===== src/adc_serial_register_port_consts.vh =====
`ifndef ADC_SERIAL_REGISTER_PORT_CONSTS_VH
`define ADC_SERIAL_REGISTER_PORT_CONSTS_VH

// ----------------------------------------
// Register select codes
// ----------------------------------------
`define REG_CMD 2'h0
`define REG_SETUP 2'h1
`define REG_TEST 2'h2
`define REG_DATA 2'h3

// ----------------------------------------
// Command register field positions
// ----------------------------------------
`define CMD_DATA_READY_N_BIT 7
`define CMD_ZERO_BIT 6
`define CMD_RS_HI_BIT 5
`define CMD_RS_LO_BIT 4
`define CMD_RW_BIT 3
`define CMD_STANDBY_CTRL_BIT 2
`define CMD_GAIN_HI_BIT 1
`define CMD_GAIN_LO_BIT 0

// ----------------------------------------
// Setup register field positions
// ----------------------------------------
`define SETUP_MD_HI_BIT 7
`define SETUP_MD_LO_BIT 6

// ----------------------------------------
// Reset values
// ----------------------------------------
`define CMD_RESET 6'h00
`define SETUP_RESET 8'h28
`define TEST_RESET 8'h00

// ----------------------------------------
// Word lengths and timing counts
// ----------------------------------------
`define LAST_IDX_SHORT 4'h7
`define LAST_IDX_LONG 4'hF
`define DATA_READY_N_HI_MCLK 9'h1F4
`define RESYNC_ONES 6'h20

`endif


===== src/adc_serial_register_port.v =====
`timescale 1ns/1ns
`default_nettype none
`include "adc_serial_register_port_consts.vh"

//
// Overview of operation
// - Host serial clock may run or pause freely
// - Drive inverted master clock out on pin
// - Active-low select qualifies transfers; tie low allowed
// - Reset pin returns everything to power-on state
// - Data-ready goes low on new word
// - Data-ready goes high after full word read
// - Unread: high 500 master clocks before update
// - Data-ready low also marks calibration done
// - Output shifter loads from selected register
// - Input shifter writes setup, command or test register
// - Four registers: command, setup, data, test
// - After reset, wait for command write
// - Write: command write then register contents
// - Read: command write then read transfer
// - Command register holds standby and gain
// - Command read returns current data-ready status
// - Setup holds calibration, filter, polarity settings
// - Select code 00 addresses command register
// - Select map 00/01/10/11, then back to command
// - Direction bit 0 writes, 1 reads
// - Leading one holds position until zero arrives
// - Thirty-two high clocks resynchronise interface
module adc_serial_register_port (
   // System clock and reset
   input wire clk,
   input wire rst,
   // Device pins
   input wire sclk,
   input wire cs_n,
   input wire din,
   input wire reset_n,
   input wire mclk_in,
   output reg dout,
   output reg dout_oe,
   output reg data_ready_n,
   output reg mclk_out,
   // Conversion core side
   input wire conv_req,
   input wire [15:0] conv_word,
   input wire cal_done,
   output reg cal_run,
   output reg core_reset,
   output reg standby_ctrl,
   output reg [1:0] gain_sel,
   output reg [7:0] setup_out
);

   // ----------------------------------------
   // Declarations
   // ----------------------------------------
   localparam ST_CMD = 2'h0;
   localparam ST_WR = 2'h1;
   localparam ST_RD = 2'h2;

   reg [4:0] s1_r;
   reg [4:0] s2_r;
   reg [4:0] s3_r;
   reg rst_i_r;
   reg [1:0] state_r;
   reg [3:0] bcnt_r;
   reg [5:0] ones_r;
   reg [15:0] sh_in_r;
   reg [15:0] sh_out_r;
   reg reg_select_hi;
   reg reg_select_lo;
   reg rw_r;
   reg [7:0] test_r;
   reg [15:0] data_r;
   reg upd_busy_r;
   reg [8:0] mcnt_r;

   wire sclk_rise;
   wire sclk_fall;
   wire cs_act;
   wire din_s;
   wire mclk_rise;
   wire [1:0] rs;
   wire [7:0] cmd_nxt;
   wire [15:0] word_nxt;
   wire [1:0] md_nxt;

   // Last bit index of a transfer to the selected register
   function [3:0] last_idx;
      input [1:0] sel;
      begin
         last_idx = (sel == `REG_DATA) ? `LAST_IDX_LONG : `LAST_IDX_SHORT;
      end
   endfunction

   // ----------------------------------------
   // Pin synchronisers
   // ----------------------------------------
   // Order: reset_n, mclk_in, din, cs_n, sclk
   always @(posedge clk) begin
      if (rst) begin
         s1_r <= 5'h1B;
         s2_r <= 5'h1B;
         s3_r <= 5'h1B;
      end else begin
         s1_r <= {reset_n, mclk_in, din, cs_n, sclk};
         s2_r <= s1_r;
         s3_r <= s2_r;
      end
   end

   assign sclk_rise = s2_r[0] & ~s3_r[0];
   assign sclk_fall = ~s2_r[0] & s3_r[0];
   assign cs_act = ~s2_r[1];
   assign din_s = s2_r[2];
   assign mclk_rise = s2_r[3] & ~s3_r[3];
   assign rs = {reg_select_hi, reg_select_lo};
   assign cmd_nxt = {sh_in_r[6:0], din_s};
   assign word_nxt = {sh_in_r[14:0], din_s};
   assign md_nxt = word_nxt[`SETUP_MD_HI_BIT:`SETUP_MD_LO_BIT];

   // Combined reset: system reset or device reset pin
   always @(posedge clk) begin
      rst_i_r <= rst | ~s2_r[4];
      core_reset <= rst_i_r;
   end

   // ----------------------------------------
   // Serial engine, registers and data-ready
   // ----------------------------------------
   always @(posedge clk) begin
      if (rst_i_r) begin
         state_r <= ST_CMD;
         bcnt_r <= 4'h0;
         ones_r <= 6'h00;
         sh_in_r <= 16'h0000;
         sh_out_r <= 16'h0000;
         {reg_select_hi, reg_select_lo, rw_r, standby_ctrl, gain_sel} <= `CMD_RESET;
         setup_out <= `SETUP_RESET;
         test_r <= `TEST_RESET;
         data_r <= 16'h0000;
         data_ready_n <= 1'b1;
         upd_busy_r <= 1'b0;
         mcnt_r <= 9'h000;
         cal_run <= 1'b0;
         dout <= 1'b0;
         dout_oe <= 1'b0;
         mclk_out <= 1'b1;
      end else begin
         // Inverted master clock and data pin
         mclk_out <= ~s2_r[3];
         dout_oe <= cs_act;
         dout <= sh_out_r[15];
         // Deselect drops a partial word
         if (!cs_act) begin
            bcnt_r <= 4'h0;
         end else if (sclk_rise) begin
            // Count consecutive high input bits
            if (din_s && ones_r != `RESYNC_ONES)
               ones_r <= ones_r + 6'h01;
            else if (!din_s)
               ones_r <= 6'h00;
            if (din_s && ones_r == `RESYNC_ONES - 6'h01) begin
               state_r <= ST_CMD;
               bcnt_r <= 4'h0;
            end else begin
               case (state_r)
                  ST_CMD: begin
                     if (bcnt_r == 4'h0 && din_s) begin
                        bcnt_r <= 4'h0;
                     end else if (bcnt_r == `LAST_IDX_SHORT) begin
                        bcnt_r <= 4'h0;
                        {reg_select_hi, reg_select_lo} <= cmd_nxt[`CMD_RS_HI_BIT:`CMD_RS_LO_BIT];
                        rw_r <= cmd_nxt[`CMD_RW_BIT];
                        standby_ctrl <= cmd_nxt[`CMD_STANDBY_CTRL_BIT];
                        gain_sel <= cmd_nxt[`CMD_GAIN_HI_BIT:`CMD_GAIN_LO_BIT];
                        if (cmd_nxt[`CMD_RW_BIT]) begin
                           state_r <= ST_RD;
                           // Output shifter loaded from selected register
                           case (cmd_nxt[`CMD_RS_HI_BIT:`CMD_RS_LO_BIT])
                              `REG_CMD:
                                 sh_out_r <= {data_ready_n, 1'b0, cmd_nxt[5:0], 8'h00};
                              `REG_SETUP:
                                 sh_out_r <= {setup_out, 8'h00};
                              `REG_TEST:
                                 sh_out_r <= {test_r, 8'h00};
                              default:
                                 sh_out_r <= data_r;
                           endcase
                        end else begin
                           state_r <= ST_WR;
                        end
                     end else begin
                        sh_in_r <= word_nxt;
                        bcnt_r <= bcnt_r + 4'h1;
                     end
                  end
                  ST_WR: begin
                     sh_in_r <= word_nxt;
                     bcnt_r <= bcnt_r + 4'h1;
                     if (bcnt_r == last_idx(rs)) begin
                        bcnt_r <= 4'h0;
                        state_r <= ST_CMD;
                        case (rs)
                           `REG_CMD: begin
                              standby_ctrl <= word_nxt[`CMD_STANDBY_CTRL_BIT];
                              gain_sel <= word_nxt[`CMD_GAIN_HI_BIT:`CMD_GAIN_LO_BIT];
                           end
                           `REG_SETUP: begin
                              setup_out <= word_nxt[7:0];
                              if (md_nxt != 2'h0) begin
                                 cal_run <= 1'b1;
                                 data_ready_n <= 1'b1;
                              end
                           end
                           `REG_TEST:
                              test_r <= word_nxt[7:0];
                           default:
                              test_r <= test_r;
                        endcase
                     end
                  end
                  ST_RD: begin
                     bcnt_r <= bcnt_r + 4'h1;
                     if (bcnt_r == last_idx(rs)) begin
                        bcnt_r <= 4'h0;
                        state_r <= ST_CMD;
                        if (rs == `REG_DATA)
                           data_ready_n <= 1'b1;
                     end
                  end
                  default: begin
                     state_r <= ST_CMD;
                     bcnt_r <= 4'h0;
                  end
               endcase
            end
         end else if (sclk_fall && state_r == ST_RD && bcnt_r != 4'h0) begin
            sh_out_r <= {sh_out_r[14:0], 1'b0};
         end
         // Output update: warn high, then load and go low
         if (conv_req && !upd_busy_r) begin
            upd_busy_r <= 1'b1;
            mcnt_r <= 9'h000;
            data_ready_n <= 1'b1;
         end else if (upd_busy_r && mclk_rise) begin
            mcnt_r <= mcnt_r + 9'h001;
            if (mcnt_r == `DATA_READY_N_HI_MCLK - 9'h001) begin
               upd_busy_r <= 1'b0;
               data_r <= conv_word;
               data_ready_n <= 1'b0;
            end
         end
         // Calibration finished: mode returns to normal
         if (cal_done && cal_run) begin
            cal_run <= 1'b0;
            setup_out[`SETUP_MD_HI_BIT:`SETUP_MD_LO_BIT] <= 2'h0;
            data_r <= conv_word;
            data_ready_n <= 1'b0;
         end
      end
   end

endmodule // adc_serial_register_port

`default_nettype wire


===== config.mk =====
export PLATFORM = sky130hd
export DESIGN_NAME = adc_serial_register_port
export DESIGN_NICKNAME = d
export VERILOG_FILES = /design/src/adc_serial_register_port.v
export VERILOG_INCLUDE_DIRS = /design/src
export SDC_FILE = /design/constraint.sdc
export NUM_CORES = 1
export LEC_CHECK = 0
export ABC_AREA = 0
export BUFFER_PORTS_ARGS = -buffer_cell sky130_fd_sc_hd__buf_4
export CORE_ASPECT_RATIO = 2
export CORE_MARGIN = 1
export CORE_UTILIZATION = 30
export CTS_BUF_LIST = sky130_fd_sc_hd__clkbuf_4 sky130_fd_sc_hd__clkbuf_8
export CTS_CLUSTER_DIAMETER = 80
export DETAILED_ROUTE_END_ITERATION = 10
export PLACE_DENSITY_LB_ADDON = 0.25
export SETUP_SLACK_MARGIN = 0.05
export SLEW_MARGIN = 30
export SYNTH_ARGS = -nofsm -noshare
export SYNTH_HDL_FRONTEND = slang
export SYNTH_SLANG_ARGS = --single-unit

===== constraint.sdc =====
create_clock -name clk -period 3 [get_ports clk]
set_input_delay 0.6 -clock clk [delete_from_list [all_inputs] [get_ports clk]]
set_output_delay 0.6 -clock clk [all_outputs]
set_load 0.02 [all_outputs]

* Yosys cells after proc, flatten, opt, wreduce, memory -nomap -nowiden
Index checks and enable logic that the tools add are counted.
** Storage, ports and cells
- Input port bits :: 25
- Output and inout bits :: 17
- Logic and storage cells :: 158
- Bits in latches :: 0
- Bits in read-only memories :: 0
- Memory bits (writable) :: 0
- Flip-flop bits (word level) :: 103
- Memories kept :: 0
** Cells by class
- Reduce and logical (&&, ||, !) cells :: 36
- Bitwise logic cells :: 12
- Multiply operators :: 0
- Equality and inequality tests :: 27
- Divide/modulo/power cells :: 0
- Add/subtract/negate cells :: 3
- Mux-type cells :: 55
- $lt $le $gt $ge :: 0
- Shift operators :: 0
** Operator list (number)
- 16-bit 2-to-1 mux :: 11
- 16-bit one-hot mux with 3 select lines :: 1
- 6-bit AND reduction :: 4
- 4-bit 2-to-1 mux :: 5
- 1-bit 2-to-1 mux :: 19
- 2-bit 2-to-1 mux :: 9
- 7-bit 2-to-1 mux :: 2
- 2-bit inequality test, second input constant :: 7
- 7-bit one-hot mux with 2 select lines :: 1
- 7-bit AND reduction :: 2
- 2-bit nonzero test :: 7
- 6-bit 2-to-1 mux :: 2
- 2-bit by 1-bit inequality test with 1-bit output, second input constant :: 5
- 9-bit by 1-bit adder with 9-bit output, second input constant :: 1
- 9-bit == test, second input constant :: 1
- 2-bit == test, second input constant :: 4
- 1-bit logical AND :: 8
- 1-bit NOT :: 8
- 2-bit one-hot mux with 2 select lines :: 2
- 4-bit one-hot mux with 2 select lines :: 1
- 8-bit AND reduction :: 1
- 2-bit OR reduction :: 4
- 6-bit by 1-bit adder with 6-bit output, second input constant :: 1
- 2-bit by 1-bit == test with 1-bit output, second input constant :: 3
- 17 further kinds :: 24

* Depth between registers and ports, before layout
- Word-level depth :: 12
- Gate-level depth with buffers :: 8
- Mapped depth without buffers :: 6

* Worst setup path after synthesis
No wires, ideal clock.
- Kind :: register to register
- Start :: register bcnt_r[0]
- End :: register sh_out_r[10]
- Arrival :: 1938 ps
- Cell stages (with the launch flop) :: 9
- Path buffers :: 2
- Period minus slack after synthesis :: 2060 ps
- Data required time :: 2879 ps
- Setup time :: 121 ps
- Setup slack :: 940 ps
- Cells stage by stage :: dfxtp_1 inv_1 ha_1 nor3b_1 or3_1 a221o_1 buf_6 buf_12 mux2_4
** On the way
- Longest elaborated chain between the ends :: 4
- Elaborated cells between the ends (all ways) :: 9
- Classes of those cells :: eq/ne: 3; reduce/logical: 6
** Ends and longest elaborated chain
- from (decl) :: RTL line adc_serial_register_port.v:66 : reg [3:0] bcnt_r;
- from (signal assigned) :: RTL line adc_serial_register_port.v:195 : bcnt_r <= bcnt_r + 4'h1;
- from (signal assigned) :: RTL line adc_serial_register_port.v:200 : bcnt_r <= bcnt_r + 4'h1;
- from (signal assigned) :: RTL line adc_serial_register_port.v:224 : bcnt_r <= bcnt_r + 4'h1;
- 4-bit logical NOT or 4-bit nonzero test (tied branches) :: RTL line adc_serial_register_port.v:169, adc_serial_register_port.v:238
- 1-bit logical AND, on equally long branches :: RTL line adc_serial_register_port.v:169, adc_serial_register_port.v:238
- 2-bit inequality test (no line) or 2-bit nonzero test (tied branches)
- 7-bit AND reduction (no line) *
- to (signal assigned) :: RTL line adc_serial_register_port.v:182 : sh_out_r <= {data_ready_n, 1'b0, cmd_nxt[5:0], 8'h00};
- to (signal assigned) :: RTL line adc_serial_register_port.v:184 : sh_out_r <= {setup_out, 8'h00};
- to (signal assigned) :: RTL line adc_serial_register_port.v:186 : sh_out_r <= {test_r, 8'h00};
- to (decl) :: RTL line adc_serial_register_port.v:69 : reg [15:0] sh_out_r;
Mark *: on every way between the ends. The rest lies on a longest branch, timed or not.
A chain may end at the register's enable or synchronous reset.

* Worst setup path in the final report
- Start :: register s2_r[2]
- End :: register sh_out_r[15]
** On the way
- Longest elaborated chain between the ends :: 3
- Elaborated cells between the ends (all ways) :: 5
- Classes of those cells :: eq/ne: 2; reduce/logical: 3
** Ends and longest elaborated chain
- from (decl) :: RTL line adc_serial_register_port.v:62 : reg [4:0] s2_r;
- from (signal assigned) :: RTL line adc_serial_register_port.v:107 : s2_r <= s1_r;
- 1-bit logical AND, on equally long branches :: RTL line adc_serial_register_port.v:169, adc_serial_register_port.v:163
- 2-bit inequality test (no line)
- 7-bit AND reduction (no line) *
Marks and branches as above.

==> out/summary.txt <==
Status = finished clean
Antenna violation net count after detailed routing = 0
Pleak = 0.00200 uW
Critical path peak fanout = 16
Startpoint types = flop
Worst IR Drop VDD = 246 uV
Clk root buf = clkbuf_8
First-pass GRT wire length = 18.3 mm
Skew-Pair Late Insertion Delay = 370 ps
Unique cell type count in the Yosys netlist = 61
First drt pass iteration count = 5
Buf/Inv on CP = 1
H-tree levels = 3
Maxcap violations = 0
Vias in the first global route = 3594
Mapped Cells = 488
Worst-margin pin slew = 744 ps
Seq/Total Area, Yosys = 43.1%
Num CTS Buffers = 9
Slew Viols, Final = 0
Via Count = 3594
PortBufs = 41
Post-detailed-route DRC marker count = 0
Initial antenna violation count = 0
Number of cells on the worst hold path = 1
Die X = 90.5 um
Crit path DAT = 2470 ps
Clock Path Buffers = 2
Post-placement cell count = 707
Syn_area_per_cell = 9.62 um^2
Io pins = 42
Final count of hold timing violations = 0
Final TNS setup = 0 ps
Final min period = 2220 ps
Syn nets = 522
Main synth FF type = dfxtp_1
Row cnt = 64
Global route total overflow = 0
DRT iter0 DRCs = 117
Clock Sink Count = 101
Detailed Place HPWL = 8.54 mm
Tcrit/Tclk final = 73.9%
Slowest CP cell = dfxtp_1
Crit path max-delay family = flip-flops
CTS tree = yes
Fin util = 35.6%
Normalized max-slew margin = 49.7%
Fmax = 0.451 GHz
Multi-input gate area = 0.00246 mm^2
RSZ-0062 raised after global routing = no
Fraction of registers with async set/reset = 0%
Syn-to-layout area delta = 16.0%
Finished Layout Cells = 722
Min-Delay Path Class = flop to flop
R2R cell count = 5
Crit path depth = 5
Setup violators final = 0
Pwr per Cell Area = 476 mW/mm^2
Ant diodes = 0
GP Congestion = 0.898
Largest net degree at the start of global routing = 32
Wirelength per Cell = 16.0 um
Post-CTS Setup Inserts = 0
WS Path Type = flop to flop
Yosys reg bits = 101
Total chip power = 2590 uW
Core area = 0.0153 mm^2
Worst Hold Slack = 379 ps
Global-route usage over all layers = 14.7%
Die Y = 179 um
Layout cells sized above 1 = 20.2%
Worst-path clk slew = 90 ps
Post-cts sizing count = 0
Number of synthesized flops with an enable pin = 0
Initial Util = 30.7%
Crit path capture type = flop
Drt total wl = 11.5 mm
Final net count = 554
Hold bufs inserted after CTS = 0
Die Area = 0.0162 mm^2
CP cell instances = nand3b_1 > o211ai_1 > a221o_1 > buf_4 > mux2_2
Vias/cell = 4.98
# fillers = 1548
Post-Syn Area = 0.00469 mm^2
Skew final = 16.1 ps
Critical path required time = 3250 ps
Slowest Stage Delay on Critical Path = 630 ps
Synth warn = 0
Register area = 0.00202 mm^2
## synth_stat cells (5+ instances only)
| master | number | area, um^2 |
|---|---|---|
| and3b_1 | 5 | 43.8 |
| nand3b_1 | 14 | 105 |
| nand2b_1 | 17 | 106 |
| nor2b_1 | 21 | 131 |
| xnor2_1 | 7 | 61.3 |
| inv_1 | 16 | 60.1 |
| ha_1 | 9 | 113 |
| mux2_4 | 9 | 135 |
| a21oi_1 | 16 | 80.1 |
| mux2i_1 | 35 | 350 |
| o21ai_0 | 23 | 115 |
| nand2_1 | 26 | 97.6 |
| and3_1 | 5 | 31.3 |
| nor3_1 | 9 | 45.0 |
| clkbuf_1 | 22 | 82.6 |
| or2_2 | 10 | 62.6 |
| nor2_1 | 49 | 184 |
| a22oi_1 | 7 | 52.6 |
| dfxtp_1 | 101 | 2020 |
| mux2_2 | 11 | 124 |
## power by group
group | internal [uW] | switching [uW]
registers | 1350 | 14.2
logic | 45.1 | 44.1
clock network | 663 | 475
total | 2060 | 533
## routing by layer
| layer | global-route usage [%] | part of all wire (%) | up-vias |
|---|---|---|---|
| met5 | 0 | 0 | - |
| met4 | 11.7 | 6.4 | 0 |
| met3 | 2.04 | 2.2 | 38 |
| met2 | 28.6 | 55 | 69 |
| met1 | 13.5 | 37 | 1712 |
| li1 | - | - | 1775 |
## cell families (layout without fill, tap and decap cells)
group	Yosys count	count (layout)	synth area share (%)
and+or+nand+nor	185	185	21.8
DFF	101	101	43.1
AOI/OAI and AO/OA	79	79	11.7
muxes	59	59	14.9
buffers and inverters	46	82	4.45
adders and majority gates	9	9	2.40
xor gates and xnor gates	9	9	1.68
## path summary, 6_finish.rpt
check,end,from,slack (ps)
max,sh_out_r[15],s2_r[2],780
min,rst_i_r,s2_r[4],380
max reg2reg,sh_out_r[15],s2_r[2],780
min reg2reg,rst_i_r,s2_r[4],380
## flip-flops by register name, summed over array words and instances (netlist names), 4 cells and up
name       count
data_r        16
s2_r           5
test_r         8
bcnt_r         4
ones_r         6
sh_out_r      16
s1_r           5
sh_in_r        7
mcnt_r         9
setup_out      8
## per-stage QoR
step                      area [um^2]  setup slack [ps]
after floorplan                  4690               940
after global placement           5180               834
after detailed placement         5180               835
after CTS                        5450               818
after global routing             5450               657
final                            5450               784
## layout by cell type (no fill, tap or decap), types with 5 or more instances in the layout
cell type / instances
a21oi_1: 16
a22oi_1: 7
and3_1: 5
and3b_1: 5
buf_4: 51
clkbuf_8: 10
dfxtp_1: 100
ha_1: 9
inv_1: 16
mux2_2: 11
mux2_4: 9
mux2i_1: 35
nand2_1: 26
nand2b_1: 17
nand3b_1: 14
nor2_1: 49
nor2b_1: 21
nor3_1: 9
o21ai_0: 23
or2_2: 10
xnor2_1: 7
## final cells by class
type | instances | area share (%)
clock buffers | 10 | 2.53
clock inverters | 5 | 2.41
inverters | 16 | 1.10
multi-input cells | 341 | 45.2
flip-flops and latches | 101 | 37.1
well taps | 198 | 4.55
repair buffers | 51 | 7.03
(Power assumes the default switching activity.)
